File: config.mk
export PLATFORM = sky130hd
export DESIGN_NAME = csu_chip_select
export DESIGN_NICKNAME = d
export VERILOG_FILES = /design/src/design/csu_pkg.sv /design/src/design/csu_chip_select.sv
export SDC_FILE = /design/constraint.sdc
export NUM_CORES = 1
export LEC_CHECK = 0
export ABC_CLOCK_PERIOD_IN_PS = 12400
export CORE_UTILIZATION = 40
export CTS_CLUSTER_SIZE = 12
export DETAILED_ROUTE_END_ITERATION = 12
export DONT_BUFFER_PORTS = 1
export GPL_TIMING_DRIVEN = 0
export SYNTH_ARGS = -nofsm -noshare
export SYNTH_HDL_FRONTEND = slang
export SYNTH_SLANG_ARGS = --single-unit
File: constraint.sdc
create_clock -name clk -period 12.4 [get_ports clk]
set_clock_uncertainty 0.2 [all_clocks]
set_input_delay 2.48 -clock clk [delete_from_list [all_inputs] [get_ports clk]]
set_output_delay 2.48 -clock clk [all_outputs]
set_load 0.01 [all_outputs]
File: src/design/csu_pkg.sv
// Purpose: Constants and types for the chip-select and wait-state unit
// Assumes: 20-bit memory address, 16-bit I/O address, 100 MHz clock
// Notes: Address fields are held as upper address bits only
package csu_pkg;
  // Bus phase sequencer, Gray along T1..T3, wait, T4
  typedef enum logic [2:0]
  {
    CSU_IDLE = 3'h0,
    CSU_T1 = 3'h1,
    CSU_T2 = 3'h3,
    CSU_T3 = 3'h2,
    CSU_TW = 3'h6,
    CSU_T4 = 3'h7
  } csu_phase_t;

  // Wait sub-phase while in the wait state
  typedef enum logic [1:0]
  {
    CSU_W_PROG = 2'h0,
    CSU_W_HOLD = 2'h1,
    CSU_W_EXTRA = 2'h3
  } csu_wait_t;

  localparam int CSU_AW = 20; // Memory address width
  localparam int CSU_WW = 4; // Merged wait count width
  localparam int CSU_NMID = 4; // Midrange selects
  localparam int CSU_NPER = 7; // Peripheral select slots
  localparam int CSU_PER_UNPINNED = 4; // Slot without a pin
  localparam int CSU_PER_UP_LO = 5; // First upper peripheral slot

  // Upper select reset defaults: top 64K, ready, three waits
  localparam logic [9:0] CSU_UPPER_BASE_RST = 10'h03c0;
  localparam logic CSU_UPPER_READY_RST = 1'b1;
  localparam logic [1:0] CSU_UPPER_WAIT_RST = 2'h3;
  localparam logic CSU_UPPER_DA_RST = 1'b0;
  localparam logic [9:0] CSU_UPPER_TOP = 10'h03ff; // Always ends at top

  // Midrange block is 8K times two to the size code
  localparam int CSU_MID_SHIFT0 = 11; // Quarter of smallest block
  localparam logic [2:0] CSU_MID_CODE_MAX = 3'h6;

  // Three-bit lower peripheral wait codes 4..7
  localparam logic [3:0] CSU_WAIT_C4 = 4'h5;
  localparam logic [3:0] CSU_WAIT_C5 = 4'h7;
  localparam logic [3:0] CSU_WAIT_C6 = 4'h9;
  localparam logic [3:0] CSU_WAIT_C7 = 4'hf;
endpackage : csu_pkg

File: src/design/csu_chip_select.sv
// Purpose: Chip-select decode, ready sensing and wait-state insertion
// Assumes: One bus cycle at a time; config words loaded by strobes
// Notes: Select outputs are active low and held from T1 through T4
//
// What this block does
// - Selects assert for CPU and DMA cycles
// - Provide latched low word-address bits
// - Upper, lower selects assert with address
// - Either async or sync ready accepted
// - Each external region has ready-required bit
// - Internal RAM: no ready, zero waits
// - Two-bit wait for most selects
// - Lower peripherals: three-bit wait, 5/7/9/15
// - Programmed waits finish before ready acts
// - Ready sampled first wait; ends on time
// - Late ready: hold, one extra wait
// - Peripheral block, RAM act as zero-wait selects
// - Address drive disabled for upper/lower selects
// - Enabled ready/wait logic survives PIO mode
// - Unpinned peripheral slot keeps wait logic
// - Latched-address mode drops upper peripheral waits
// - Mismatched overlap may stall on ready
// - Overlap only within the same space
// - Upper select reset: top 64K, ready, three
// - Each peripheral select spans 256 bytes
`timescale 1ns/1ps
`default_nettype none
module csu_chip_select
  import csu_pkg::*;
(
  input wire logic clk,
  input wire logic srst,
  // Cycle requests from the CPU and DMA engines
  input wire logic cpu_cycle_start,
  input wire logic [19:0] cpu_addr,
  input wire logic cpu_is_io,
  input wire logic dma_cycle_start,
  input wire logic [19:0] dma_addr,
  input wire logic dma_is_io,
  // Ready pins from the outside world
  input wire logic async_ready_input,
  input wire logic sync_ready_input,
  // Upper select configuration
  input wire logic upper_cfg_load,
  input wire logic [9:0] upper_cfg_base,
  input wire logic upper_cfg_ready,
  input wire logic [1:0] upper_cfg_wait,
  input wire logic upper_cfg_da,
  // Lower select configuration
  input wire logic lower_cfg_load,
  input wire logic [9:0] lower_cfg_top,
  input wire logic lower_cfg_ready,
  input wire logic [1:0] lower_cfg_wait,
  input wire logic lower_cfg_da,
  // Midrange select configuration
  input wire logic mid_cfg_load,
  input wire logic [6:0] mid_cfg_base,
  input wire logic mid_cfg_ready,
  input wire logic [1:0] mid_cfg_wait,
  // Peripheral block base configuration
  input wire logic pbase_cfg_load,
  input wire logic [8:0] pbase_cfg_base,
  input wire logic pbase_cfg_ready,
  input wire logic [2:0] pbase_cfg_wait,
  // Midrange size and peripheral mode configuration
  input wire logic msize_cfg_load,
  input wire logic [2:0] msize_cfg_code,
  input wire logic msize_cfg_io,
  input wire logic msize_cfg_latch_addr,
  input wire logic msize_cfg_ready,
  input wire logic [1:0] msize_cfg_wait,
  // Internal RAM and internal peripheral block mapping
  input wire logic iram_enable,
  input wire logic [4:0] iram_base,
  input wire logic [11:0] pcb_base,
  input wire logic pcb_in_mem,
  // Select pins, active low
  output logic upper_mem_select_n,
  output logic lower_mem_select_n,
  output logic [3:0] midrange_selects_n,
  output logic [1:0] upper_periph_selects_n,
  output logic [3:0] lower_periph_selects_n,
  // Status toward the bus unit
  output logic [1:0] latched_addr_bits,
  output logic address_drive_disable,
  output logic iram_hit,
  output logic pcb_hit,
  output csu_phase_t bus_phase,
  output logic waiting_ready,
  output logic cycle_done
);

  // Two-stage synchronisers for both ready pins
  logic [1:0] async_ready_input_sync_r;
  logic [1:0] sync_ready_input_sync_r;
  logic ready_ok; // Either ready input seen

  // Configuration state
  logic [9:0] up_base_r;
  logic up_ready_r;
  logic [1:0] up_wait_r;
  logic up_da_r;
  logic lo_en_r;
  logic [9:0] lo_top_r;
  logic lo_ready_r;
  logic [1:0] lo_wait_r;
  logic lo_da_r;
  logic mid_wr_r; // Midrange config written
  logic [6:0] mid_base_r;
  logic mid_ready_r;
  logic [1:0] mid_wait_r;
  logic pb_wr_r; // Peripheral base written
  logic [8:0] pb_base_r;
  logic pb_ready_r;
  logic [2:0] pb_wait_r;
  logic ms_wr_r; // Size/mode register written
  logic [2:0] ms_code_r;
  logic ms_io_r;
  logic ms_latch_r;
  logic ms_ready_r;
  logic [1:0] ms_wait_r;

  // Current request, from whichever engine started it
  logic start;
  logic [19:0] addr;
  logic is_io;

  // Decode results for the current request
  logic hit_up;
  logic hit_lo;
  logic hit_mid;
  logic [1:0] mid_idx;
  logic hit_per;
  logic [2:0] per_idx;
  logic hit_iram;
  logic hit_pcb;
  logic [19:0] mid_off;
  logic mer_ready; // Merged ready requirement
  logic [3:0] mer_wait; // Merged wait count
  logic [3:0] pb_wait4; // Expanded three-bit code

  // Cycle state
  csu_phase_t phase_r;
  csu_wait_t wsub_r;
  logic [3:0] wcnt_r;
  logic need_rdy_r;
  logic first_w_r;
  logic rdy_seen_r;
  logic sel_up_r;
  logic sel_lo_r;
  logic [3:0] sel_mid_r;
  logic [6:0] sel_per_r;
  logic [1:0] a21_r;
  logic iram_r;
  logic pcb_r;

  // Ready pins come from outside, so sync before use
  always_ff @(posedge clk)
  begin
    if (srst)
    begin
      async_ready_input_sync_r <= 2'h0;
      sync_ready_input_sync_r <= 2'h0;
    end
    else
    begin
      async_ready_input_sync_r <= {async_ready_input_sync_r[0], async_ready_input};
      sync_ready_input_sync_r <= {sync_ready_input_sync_r[0], sync_ready_input};
    end
  end

  // Either ready source ends the wait
  assign ready_ok = async_ready_input_sync_r[1] | sync_ready_input_sync_r[1];

  // Upper and lower select configuration
  always_ff @(posedge clk)
  begin
    if (srst)
    begin
      up_base_r <= CSU_UPPER_BASE_RST;
      up_ready_r <= CSU_UPPER_READY_RST;
      up_wait_r <= CSU_UPPER_WAIT_RST;
      up_da_r <= CSU_UPPER_DA_RST;
      lo_en_r <= 1'b0;
      lo_top_r <= 10'h000;
      lo_ready_r <= 1'b0;
      lo_wait_r <= 2'h0;
      lo_da_r <= 1'b0;
    end
    else
    begin
      if (upper_cfg_load)
      begin
        up_base_r <= upper_cfg_base;
        up_ready_r <= upper_cfg_ready;
        up_wait_r <= upper_cfg_wait;
        up_da_r <= upper_cfg_da;
      end
      if (lower_cfg_load)
      begin
        lo_en_r <= 1'b1;
        lo_top_r <= lower_cfg_top;
        lo_ready_r <= lower_cfg_ready;
        lo_wait_r <= lower_cfg_wait;
        lo_da_r <= lower_cfg_da;
      end
    end
  end

  // Midrange and peripheral configuration; enables need both writes
  always_ff @(posedge clk)
  begin
    if (srst)
    begin
      mid_wr_r <= 1'b0;
      mid_base_r <= 7'h00;
      mid_ready_r <= 1'b0;
      mid_wait_r <= 2'h0;
      pb_wr_r <= 1'b0;
      pb_base_r <= 9'h000;
      pb_ready_r <= 1'b0;
      pb_wait_r <= 3'h0;
      ms_wr_r <= 1'b0;
      ms_code_r <= 3'h0;
      ms_io_r <= 1'b0;
      ms_latch_r <= 1'b0;
      ms_ready_r <= 1'b0;
      ms_wait_r <= 2'h0;
    end
    else
    begin
      if (mid_cfg_load)
      begin
        mid_wr_r <= 1'b1;
        mid_base_r <= mid_cfg_base;
        mid_ready_r <= mid_cfg_ready;
        mid_wait_r <= mid_cfg_wait;
      end
      if (pbase_cfg_load)
      begin
        pb_wr_r <= 1'b1;
        pb_base_r <= pbase_cfg_base;
        pb_ready_r <= pbase_cfg_ready;
        pb_wait_r <= pbase_cfg_wait;
      end
      if (msize_cfg_load)
      begin
        ms_wr_r <= 1'b1;
        // Oversized codes clamp to the largest block
        ms_code_r <= (msize_cfg_code > CSU_MID_CODE_MAX) ?
          CSU_MID_CODE_MAX : msize_cfg_code;
        ms_io_r <= msize_cfg_io;
        ms_latch_r <= msize_cfg_latch_addr;
        ms_ready_r <= msize_cfg_ready;
        ms_wait_r <= msize_cfg_wait;
      end
    end
  end

  // CPU and DMA cycles share the decode; CPU wins a same-cycle tie
  assign start = cpu_cycle_start | dma_cycle_start;
  assign addr = cpu_cycle_start ? cpu_addr : dma_addr;
  assign is_io = cpu_cycle_start ? cpu_is_io : dma_is_io;
  assign mid_off = addr - {mid_base_r, 13'h0000};

  // Region decode; memory regions never match I/O cycles
  always_comb
  begin
    hit_up = !is_io && addr[19:10] >= up_base_r;
    hit_lo = !is_io && lo_en_r && addr[19:10] <= lo_top_r;
    // Enable follows the writes, not the pin function
    hit_mid = !is_io && mid_wr_r && ms_wr_r
      && (mid_off >> (CSU_MID_SHIFT0 + 2 + ms_code_r)) == 20'h0_0000;
    mid_idx = 2'(mid_off >> (CSU_MID_SHIFT0 + ms_code_r));
    hit_per = pb_wr_r && ms_wr_r && (ms_io_r == is_io)
      && addr[19:11] == pb_base_r;
    per_idx = addr[10:8];
    hit_iram = !is_io && iram_enable && addr[19:15] == iram_base;
    hit_pcb = (pcb_in_mem != is_io) && addr[19:8] == pcb_base;
  end

  // Lower peripheral three-bit code expansion
  always_comb
  begin
    unique case (pb_wait_r)
      3'h4: pb_wait4 = CSU_WAIT_C4;
      3'h5: pb_wait4 = CSU_WAIT_C5;
      3'h6: pb_wait4 = CSU_WAIT_C6;
      3'h7: pb_wait4 = CSU_WAIT_C7;
      default: pb_wait4 = {1'b0, pb_wait_r};
    endcase
  end

  // Merge all external hits: worst wait and any ready demand.
  // Mismatched overlap is a software fault; merging can stall.
  always_comb
  begin
    mer_ready = 1'b0;
    mer_wait = 4'h0;
    if (hit_up)
    begin
      mer_ready = mer_ready | up_ready_r;
      mer_wait = (mer_wait > {2'h0, up_wait_r}) ?
        mer_wait : {2'h0, up_wait_r};
    end
    if (hit_lo)
    begin
      mer_ready = mer_ready | lo_ready_r;
      mer_wait = (mer_wait > {2'h0, lo_wait_r}) ?
        mer_wait : {2'h0, lo_wait_r};
    end
    if (hit_mid)
    begin
      mer_ready = mer_ready | mid_ready_r;
      mer_wait = (mer_wait > {2'h0, mid_wait_r}) ?
        mer_wait : {2'h0, mid_wait_r};
    end
    // Slots 0..4 (unpinned one included) use the three-bit code
    if (hit_per && per_idx <= 3'(CSU_PER_UNPINNED))
    begin
      mer_ready = mer_ready | pb_ready_r;
      mer_wait = (mer_wait > pb_wait4) ? mer_wait : pb_wait4;
    end
    // Upper slots lose waits in latched-address mode
    if (hit_per && per_idx >= 3'(CSU_PER_UP_LO) && per_idx
      < 3'(CSU_NPER) && !ms_latch_r)
    begin
      mer_ready = mer_ready | ms_ready_r;
      mer_wait = (mer_wait > {2'h0, ms_wait_r}) ?
        mer_wait : {2'h0, ms_wait_r};
    end
    // Internal RAM and peripheral block add zero and no ready
  end

  // Capture selects and latched address at cycle start
  always_ff @(posedge clk)
  begin
    if (srst)
    begin
      sel_up_r <= 1'b0;
      sel_lo_r <= 1'b0;
      sel_mid_r <= 4'h0;
      sel_per_r <= 7'h00;
      a21_r <= 2'h0;
      iram_r <= 1'b0;
      pcb_r <= 1'b0;
      need_rdy_r <= 1'b0;
    end
    else if (phase_r == CSU_IDLE && start)
    begin
      sel_up_r <= hit_up;
      sel_lo_r <= hit_lo;
      sel_mid_r <= hit_mid ? 4'(1 << mid_idx) : 4'h0;
      sel_per_r <= hit_per ? 7'(1 << per_idx) : 7'h00;
      a21_r <= addr[2:1];
      iram_r <= hit_iram;
      pcb_r <= hit_pcb;
      need_rdy_r <= mer_ready;
    end
    else if (phase_r == CSU_T4)
    begin
      // Drop selects, hits and ready demand once the cycle ends; A2:A1 is kept
      sel_up_r <= 1'b0;
      sel_lo_r <= 1'b0;
      sel_mid_r <= 4'h0;
      sel_per_r <= 7'h00;
      iram_r <= 1'b0;
      pcb_r <= 1'b0;
      need_rdy_r <= 1'b0;
    end
  end

  // Wait counter loaded at start, spent in the wait phase
  always_ff @(posedge clk)
  begin
    if (srst)
      wcnt_r <= 4'h0;
    else if (phase_r == CSU_IDLE && start)
      wcnt_r <= mer_wait;
    else if (phase_r == CSU_TW && wsub_r == CSU_W_PROG && wcnt_r != 4'h0)
      wcnt_r <= wcnt_r - 4'h1;
  end

  // Bus phase sequencer
  always_ff @(posedge clk)
  begin
    if (srst)
    begin
      phase_r <= CSU_IDLE;
      wsub_r <= CSU_W_PROG;
      first_w_r <= 1'b0;
      rdy_seen_r <= 1'b0;
    end
    else
    begin
      unique case (phase_r)
        CSU_IDLE:
          if (start)
            phase_r <= CSU_T1;
        CSU_T1:
          phase_r <= CSU_T2;
        CSU_T2:
          phase_r <= CSU_T3;
        CSU_T3:
        begin
          first_w_r <= 1'b1;
          rdy_seen_r <= 1'b0;
          if (wcnt_r != 4'h0)
          begin
            phase_r <= CSU_TW;
            wsub_r <= CSU_W_PROG;
          end
          else if (!need_rdy_r || ready_ok)
            phase_r <= CSU_T4;
          else
          begin
            phase_r <= CSU_TW;
            wsub_r <= CSU_W_HOLD;
          end
        end
        CSU_TW:
        begin
          first_w_r <= 1'b0;
          unique case (wsub_r)
            CSU_W_PROG:
            begin
              // Ready is judged only in the first wait cycle
              if (first_w_r)
                rdy_seen_r <= ready_ok;
              if (wcnt_r == 4'h1)
              begin
                if (!need_rdy_r || (first_w_r ? ready_ok : rdy_seen_r))
                  phase_r <= CSU_T4;
                else
                  wsub_r <= CSU_W_HOLD;
              end
            end
            CSU_W_HOLD:
              if (ready_ok)
                wsub_r <= CSU_W_EXTRA;
            CSU_W_EXTRA:
              phase_r <= CSU_T4;
            default:
              wsub_r <= CSU_W_PROG;
          endcase
        end
        CSU_T4:
          phase_r <= CSU_IDLE;
        default:
          phase_r <= CSU_IDLE;
      endcase
    end
  end

  // Pin drive; latched-address mode puts A2:A1 on upper slots
  always_comb
  begin
    upper_mem_select_n = ~sel_up_r;
    lower_mem_select_n = ~sel_lo_r;
    midrange_selects_n = ~sel_mid_r;
    lower_periph_selects_n = ~sel_per_r[3:0];
    upper_periph_selects_n = ms_latch_r ? a21_r : ~sel_per_r[6:5];
  end

  // Address bus stays quiet in T1 when upper/lower DA is set
  assign address_drive_disable = (phase_r == CSU_T1)
    && ((sel_up_r && up_da_r) || (sel_lo_r && lo_da_r));
  assign latched_addr_bits = a21_r;
  assign iram_hit = iram_r;
  assign pcb_hit = pcb_r;
  assign bus_phase = phase_r;
  assign waiting_ready = (phase_r == CSU_TW) && (wsub_r == CSU_W_HOLD);
  assign cycle_done = (phase_r == CSU_T4);

endmodule : csu_chip_select
`default_nettype wire

==> results of run 1 <==
sequential cells by signal (all words and copies together), names as in the netlist, 3 cells and up:
signal and flops:
wcnt_r 4, mid_base_r 7, sel_mid_r 4, lo_top_r 10, sel_per_r 6, ms_code_r 3
pb_base_r 9, pb_wait_r 3, up_base_r 10, bus_phase 3
power breakdown:
part | leakage (nW) | total, mW | switching (mW) | internal [mW]
registers | 0.782 | 0.338 | 0.0151 | 0.323
logic | 1.61 | 0.166 | 0.0977 | 0.0682
clock network | 0.171 | 0.330 | 0.130 | 0.200
routing by layer:
layer | track usage (%) | up-vias | wire [µm]
met3 | 5.50 | 26 | 985
met1 | 26.4 | 2131 | 6740
met4 | 9.80 | 0 | 380
met2 | 34.0 | 138 | 7010
li1 | - | 2274 | -
met5 | 0 | - | 0
placed cells by master (no fill, tap or decap), types with 8 or more instances in the layout:
cell type,instances
a211oi_1,12
a21oi_1,24
clkbuf_1,20
clkbuf_16,9
dfxtp_1,95
ha_1,38
inv_1,65
mux2i_1,64
mux2i_4,8
nand2_1,34
nand3_1,9
nor2_1,100
nor2b_1,12
nor3_1,10
o211ai_1,9
o21ai_0,13
xnor2_1,23
xor2_1,11
cells by family after synthesis:
logic type,Yosys count,synth area share [%]
buffers and inverters,90,6.34
muxes,78,15.9
AOI/OAI and AO/OA,103,12.6
xor gates and xnor gates,34,5.22
adders and majority gates,39,8.69
and+or+nand+nor,211,17.9
DFF,95,33.4
stage by stage:
step / hold slack (ps) / instances / power (mW)
2_1_floorplan: 214 / 650 / 0.470
3_3_place_gp: 226 / 830 / 0.504
3_5_place_dp: 241 / 830 / 0.510
4_1_cts: 257 / 846 / 0.839
5_1_grt: 272 / 846 / 0.872
6_report: 254 / 846 / 0.834
cell type report:
type / count / area (µm²) / area share (%)
buffer: 25 / 118 / 1.87
clock buffer: 9 / 225 / 3.59
clock inverter: 7 / 125 / 1.99
inverter: 65 / 244 / 3.89
multi-input combinational: 465 / 3440 / 54.8
sequential: 95 / 1900 / 30.3
tap: 180 / 225 / 3.59
critical path: cells and delay by family:
family | cells | cell delay (ps)
muxes | 3 | 1240
adders and majority gates | 5 | 1380
AOI/OAI and AO/OA | 12 | 1920
buffers and inverters | 5 | 510
and+or+nand+nor | 9 | 1140
final timing paths:
| kind | startpoint | endpoint | slack (ps) |
|---|---|---|---|
| min | sync_ready_input_sync_r[0] | sync_ready_input_sync_r[1] | 250 |
| min reg2reg | sync_ready_input_sync_r[0] | sync_ready_input_sync_r[1] | 250 |
| max reg2reg | up_base_r[8] | wcnt_r[1] | 6500 |
| max | cpu_cycle_start | wcnt_r[1] | 3770 |
==> results.cfg, run 1 <==
[cells_and_area]
final_net_count = 831
utilization_pct = 45.2
syn_to_final_growth_pct = 10.1
stdcell_area_um2 = 6280
drive_gt1_share_pct = 7.06
num_antenna_cells = 0
fill_cells = 1387

[yosys]
async_flop_share_pct = 0
synth_edf_count = 0
synth_top_area_share_pct = 33.4
synth.distinct_cells = 63
synth_area_leaders = dfxtp_1 33%, mux2i_1 11%, ha_1 8.3%
avgSynthCellArea_um2 = 8.77
syn_nets = 820
synthFlopType = dfxtp_1
synth_top_area_cell = dfxtp_1
syn_area_um2 = 5700
synthTopCellsByCount = 100 x nor2_1, 95 x dfxtp_1, 65 x inv_1
synth_most_common_cell = nor2_1
synth-seq-cells = 95
synthesis.instances = 650
ys_seq_area_share_pct = 33.4
yosys_warnings = 0

[timing]
rsz0062_at_grt = false
slew_violations = 0
slew_headroom_pct = 49.5
setup_viol = 0
period_share_pct = 69.6
hold_violations = 0
layout_min_cycle_time_ps = 8630
setup_slack_ps = 3770
setup_tns_ps = 0
worst_slew_pin_slew_ps = 752
fmax_mhz = 116

[clock_network]
cts_made_buffers = 9
cts.sinks = 95
clk_pin_slew_ps = 70
cts_setup_buffers = 0
cts_hold_buffers = 0
cts_root_buffer = clkbuf_16
clk_latency_ps = 360
cts_buffer_depth = 2
cts_tree = built
post_cts_resized = 0
htreeDepth = 3

[worst_hold_path]
min_delay_path_depth = 1
worstHoldPathType = reg2reg

[pwr]
leakage_nw = 2.56
powerDensity_nw_per_um2 = 133
vdd.ir_drop.worst_mv = 0.0693

[worst_setup_path]
worst-r2r-cell-count = 32
cpPeakStageDelay_ps = 610
crit_path_top_delay_cell = mux2i_2
required_ps = 12450
cp-end-kind = register
worstSetupPathType = in2reg
start_kind = input port
crit_top_cell = ha_1
worst_ep_arrival_time_ps = 8690
path_max_fanout = 10

[grt]
grt_overflow = 0
antenna_found_initial = 0
grt_max_degree = 18
gr-usage-all-layers_pct = 21.2
grt_pass1_vias = 4536
grt_pass1_wl_um = 23500

[route]
wirelength_um = 15100
dr.pass1.iters = 4
routedWlPerCell_um = 17.9
first_iter_violations = 262
drc = 0
ant_nets = 0
vias = 4569
via_per_inst = 5.40

[floorplan]
die_y_um = 121
initial_core_util_pct = 41.1
die_area_um2 = 14700
rows = 43
placeableCoreArea_um2 = 13900
ios = 153
die_w_um = 121

[place]
dp_slack_ps = 3450
place_congestion = 0.873
dpl.hpwl_um = 12200
io_buffer_count = 0
placed_cell_area_um2 = 5930

[status]
status = finished clean

[flow_run]
maxCapViolations = 0
(Power assumes the default switching activity.)
==> run 2, diff against run 1 <==
- ABC_CLOCK_PERIOD_IN_PS: 12400 -> 7570
- clock period: 12.4 -> 7.57 ns (I/O delays scaled with it)
==> run 2 against run 1 <==
Effect of this change:
- core utilization up 0.95 points
- combinational power rose by 71%
- sequential share of layout area shrank 0.62 points
- register-to-register slack worse by 4600 ps
- cell count is 1.4% higher
- die area unchanged
- wire length increased by 1.7%
- global-route usage did not move
- count of clock-buffer cells in the layout did not move
- via count grew 1.5%
- non-clock buffer count grew 12
- flip-flop and latch count did not move
- critical path type unchanged
- largest cell class unchanged
- largest power group unchanged
- highest routed layer unchanged
==> results.cfg, run 2 (same netlist as run 1, synthesis figures left out) <==
[worst_setup_path]
path_max_fanout = 10
crit_path_top_delay_cell = mux2_2
crit_top_cell = ha_1
critPathBufInv = 5
r2r-start = up_base_r[8]
worstSetupPathType = in2reg
cpPeakStageDelay_ps = 360
start_kind = input port
crit_path_start = cpu_cycle_start
critPathTopFamily = compound AO/OA/AOI/OAI gates
required_ps = 7620
worst_ep_arrival_time_ps = 7240
cp-end-kind = register

[route]
vias = 4639
dr.pass1.iters = 5
drc = 0
routedWlPerCell_um = 17.9
wirelength_um = 15400
first_iter_violations = 330
via_per_inst = 5.41
ant_nets = 0

[timing]
fmax_mhz = 139
period_share_pct = 95.0
hold_violations = 0
slew_violations = 0
slew_headroom_pct = 47.9
setup_viol = 0
worst_slew_pin_slew_ps = 775
layout_min_cycle_time_ps = 7190

[cells_and_area]
final_cell_mix = 99 x nor2_1, 95 x dfxtp_1, 63 x mux2i_1
drive_gt1_share_pct = 10.0
num_antenna_cells = 0
largestRegisters = lo_top_r (10), up_base_r (10), pb_base_r (9)
syn_to_final_growth_pct = 12.4
final_net_count = 843
stdcell_area_um2 = 6410
multi_input_area_um2 = 3480
fill_cells = 1379
seqCellArea_um2 = 1900
final_common_cell = nor2_1

[place]
io_buffer_count = 0
placed_cell_area_um2 = 5930
dpl.hpwl_um = 12200
place_congestion = 0.873

[floorplan]
die_y_um = 121
initial_core_util_pct = 41.1
die_w_um = 121
rows = 43
ios = 153
die_area_um2 = 14700
placeableCoreArea_um2 = 13900

[grt]
gr-usage-all-layers_pct = 21.2
grt_pass1_wl_um = 23500
antenna_found_initial = 0
grt_pass1_vias = 4538
grt_max_degree = 18
grt_overflow = 0

[clock_network]
cts_made_buffers = 9
cts_root_buffer = clkbuf_16
clk_pin_slew_ps = 70
cts_hold_buffers = 0
cts_buffer_depth = 2
clk_latency_ps = 360
cts.sinks = 95
htreeDepth = 3
cts_tree = built

[pwr]
p_total_mw = 1.38
powerDensity_nw_per_um2 = 215
leakage_nw = 2.62
vdd.ir_drop.worst_mv = 0.114

[status]
status = finished clean

[flow_run]
maxCapViolations = 0

[worst_hold_path]
worstHoldPathType = reg2reg
min_from = sync_ready_input_sync_r[0]
-- run 2: cell types whose count changed in the layout (fill, tap and decap cells not counted), moves of 2 or more --
cell | previous run | this run
buf_4 | 0 | 12
inv_1 | 65 | 62
inv_2 | 0 | 3
a21oi_1 | 24 | 22
-- run 2: where the power goes --
part	switching [mW]	internal, mW
combinational	0.164	0.120
sequential	0.0251	0.529
clock	0.211	0.327
total	0.400	0.976
-- run 2: area by class of cell --
type                            count  area share, %
Tap cell                          180           3.51
Clock inverter                      7           1.95
Buffer                             25           1.84
Inverter                           65           3.81
Timing Repair Buffer               12           1.41
Clock buffer                        9           3.51
Sequential cell                    95           29.7
Multi-Input combinational cell    465           54.3
-- run 2: stage by stage --
| stage | hold WS (ps) | setup TNS, ps | setup slack [ps] | util [%] | cells |
|---|---|---|---|---|---|
| 6_report | 254 | 0 | 382 | 46.2 | 858 |
| 5_1_grt | 272 | -67.3 | -67.3 | 46.2 | 858 |
| 4_1_cts | 257 | 0 | 50.9 | 45.3 | 846 |
| 3_5_place_dp | 241 | -645 | -409 | 42.7 | 830 |
| 3_3_place_gp | 226 | -198 | -184 | 42.7 | 830 |
| 2_1_floorplan | 214 | 0 | 480 | - | 650 |
-- run 2: timing repair --
item                       4_1_cts  5_1_grt
gates resized for setup          1       11
setup endpoints to repair        1        2
cloned                           0        0
setup buffers                    0       12
pin swaps                        0        1
-- run 2: layer usage --
layer	vias to the layer above	track usage (%)	routed length [µm]
li1	2295	-	-
met3	32	5.45	1090
met2	165	34.0	7030
met4	0	9.80	448
met5	-	0	0
met1	2147	26.5	6790
-- run 2: path summary, 6_finish.rpt --
check        cells past startpoint                         end  slack (ps)
max                             33                   wcnt_r[1]         380
min                              1  sync_ready_input_sync_r[1]         250
max reg2reg                     30                   wcnt_r[1]        1920
min reg2reg                      1  sync_ready_input_sync_r[1]         250
==> run 3, diff against run 2 <==
- CORE_UTILIZATION: 40 -> 58
- PLACE_DENSITY: unset -> 0.76
==> run 3 against run 2 <==
Effect of this change:
- cell count fell by 5.5%
- count of clock-buffer cells in the layout stayed put
- sequential power about the same
- critical endpoint unchanged
- critical path type unchanged
==> results.cfg, run 3 (same netlist as run 1, synthesis figures left out) <==
[worst_hold_path]
min_delay_path_depth = 1
hold_end = async_ready_input_sync_r[1]
min_from = async_ready_input_sync_r[0]
worstHoldPathType = reg2reg

[cells_and_area]
stdcell_area_um2 = 6200
final_common_cell = nor2_1
seqCellArea_um2 = 1900
multi_input_area_um2 = 3470
largestRegisters = lo_top_r (10), up_base_r (10), pb_base_r (9)
num_antenna_cells = 0
final_net_count = 847
utilization_pct = 66.2
drive_gt1_share_pct = 10.3
fill_cells = 805
final_cell_mix = 99 x nor2_1, 95 x dfxtp_1, 64 x mux2i_1
syn_to_final_growth_pct = 8.80
final_cells = 811

[timing]
hold_violations = 0
fmax_mhz = 138
worst_slew_pin_slew_ps = 869
slew_violations = 0
slew_headroom_pct = 41.7
timing.hold.ws_ps = 246
layout_min_cycle_time_ps = 7230
setup_viol = 0
period_share_pct = 95.5

[floorplan]
die_y_um = 101
rows = 35
initial_core_util_pct = 60.8
ios = 153
die_w_um = 101
placeableCoreArea_um2 = 9370
die_area_um2 = 10200

[worst_setup_path]
r2r_slack_ps = 1860
critPathTopFamily = compound AO/OA/AOI/OAI gates
required_ps = 7640
start_kind = input port
critPathBufInv = 6
crit_path_top_delay_cell = mux2_2
cpPeakStageDelay_ps = 360
worstSetupPathType = in2reg
cp-end-kind = register
path_max_fanout = 10
worst-r2r-cell-count = 32
r2r-start = up_base_r[9]
r2r-end = wcnt_r[1]
worst_ep_arrival_time_ps = 7300
crit_top_cell = ha_1

[pwr]
pwr-share-comb_pct = 24.4
powerDensity_nw_per_um2 = 188
power.internal_uw = 777
swShare_pct = 33.2
seq_power_share_pct = 47.6
p_switching_uw = 386
p_total_mw = 1.16
vdd.ir_drop.worst_mv = 0.0989
pwr-share-clk_pct = 28.0
leakage_nw = 2.56

[clock_network]
cts.sinks = 95
clk_pin_slew_ps = 110
cts_buffer_depth = 2
cts_root_buffer = clkbuf_8
cts_tree = built
htreeDepth = 3
clk_latency_ps = 380
cts_made_buffers = 9

[place]
place_congestion = 0.873
dpl.hpwl_um = 11100
placed_cell_area_um2 = 5860
io_buffer_count = 0
place_inst = 779

[flow_run]
maxCapViolations = 0

[grt]
grt_overflow = 0
grt_pass1_vias = 4578
gr-usage-all-layers_pct = 28.9
antenna_found_initial = 0
grt_max_degree = 19
grt_pass1_wl_um = 22500

[route]
routedWlPerCell_um = 17.6
ant_nets = 0
vias = 4657
via_per_inst = 5.74
dr.pass1.iters = 5
wirelength_um = 14300
first_iter_violations = 234
drc = 0

[status]
status = finished clean
run 3: stage by stage:
| stage | setup WS (ps) | setup TNS [ps] |
|---|---|---|
| 3_5_place_dp | -333 | -489 |
| 4_1_cts | 5.97 | 0 |
| 6_report | 341 | 0 |
| 2_1_floorplan | 480 | 0 |
| 5_1_grt | -117 | -136 |
| 3_3_place_gp | -198 | -209 |
run 3: routing by layer:
layer	vias to the layer above	wire length, µm	share of wire, %	GRT usage (%)
met5	-	0	0	0
met4	0	307	2.2	10.8
met3	23	979	6.9	5.24
met2	165	6830	48	48.7
met1	2170	6160	43	36.9
li1	2299	-	-	-
run 3: how the worst max path moves through the flow:
stage / start / end / slack [ps] / cells past startpoint
after detailed placement: cpu_cycle_start / wcnt_r[1] / -330 / 34
after global placement: cpu_cycle_start / wcnt_r[1] / -200 / 34
after CTS: cpu_cycle_start / wcnt_r[1] / 6 / 34
after floorplan: cpu_cycle_start / wcnt_r[1] / 480 / 34
after global routing: cpu_cycle_start / wcnt_r[1] / -120 / 34
final: cpu_cycle_start / wcnt_r[1] / 340 / 35
run 3: worst reg2reg max path: cells and delay by family, from the launching register on:
family          cells  cell delay (ps)
compound gates     13             1940
fa+ha+maj           5             1350
buf+inv             4              210
flops               1              320
mux                 2              600
simple gates        8              980
run 3: final cells by class:
cell class / instances / area share (%)
flip-flops and latches: 95 / 30.7
inverters: 65 / 3.93
plain buffers: 25 / 1.90
clock inverters: 7 / 0.989
repair buffers: 16 / 1.94
multi-input cells: 465 / 56.0
well taps: 129 / 2.60
clock buffers: 9 / 2.00
run 3: timing repair:
item | CTS | global route
setup endpoints to repair | 0 | 2
setup buffers | 0 | 16
hold buffers | 0 | 0
resized for setup | 0 | 9
run 3: power by group through the flow:
stage / combinational (mW) / sequential, mW / clock (mW)
6_report: 0.283 / 0.554 / 0.326
3_5_place_dp: 0.266 / 0.565 / 0
2_1_floorplan: 0.211 / 0.558 / 0
3_3_place_gp: 0.257 / 0.563 / 0
5_1_grt: 0.316 / 0.558 / 0.356
4_1_cts: 0.267 / 0.553 / 0.333
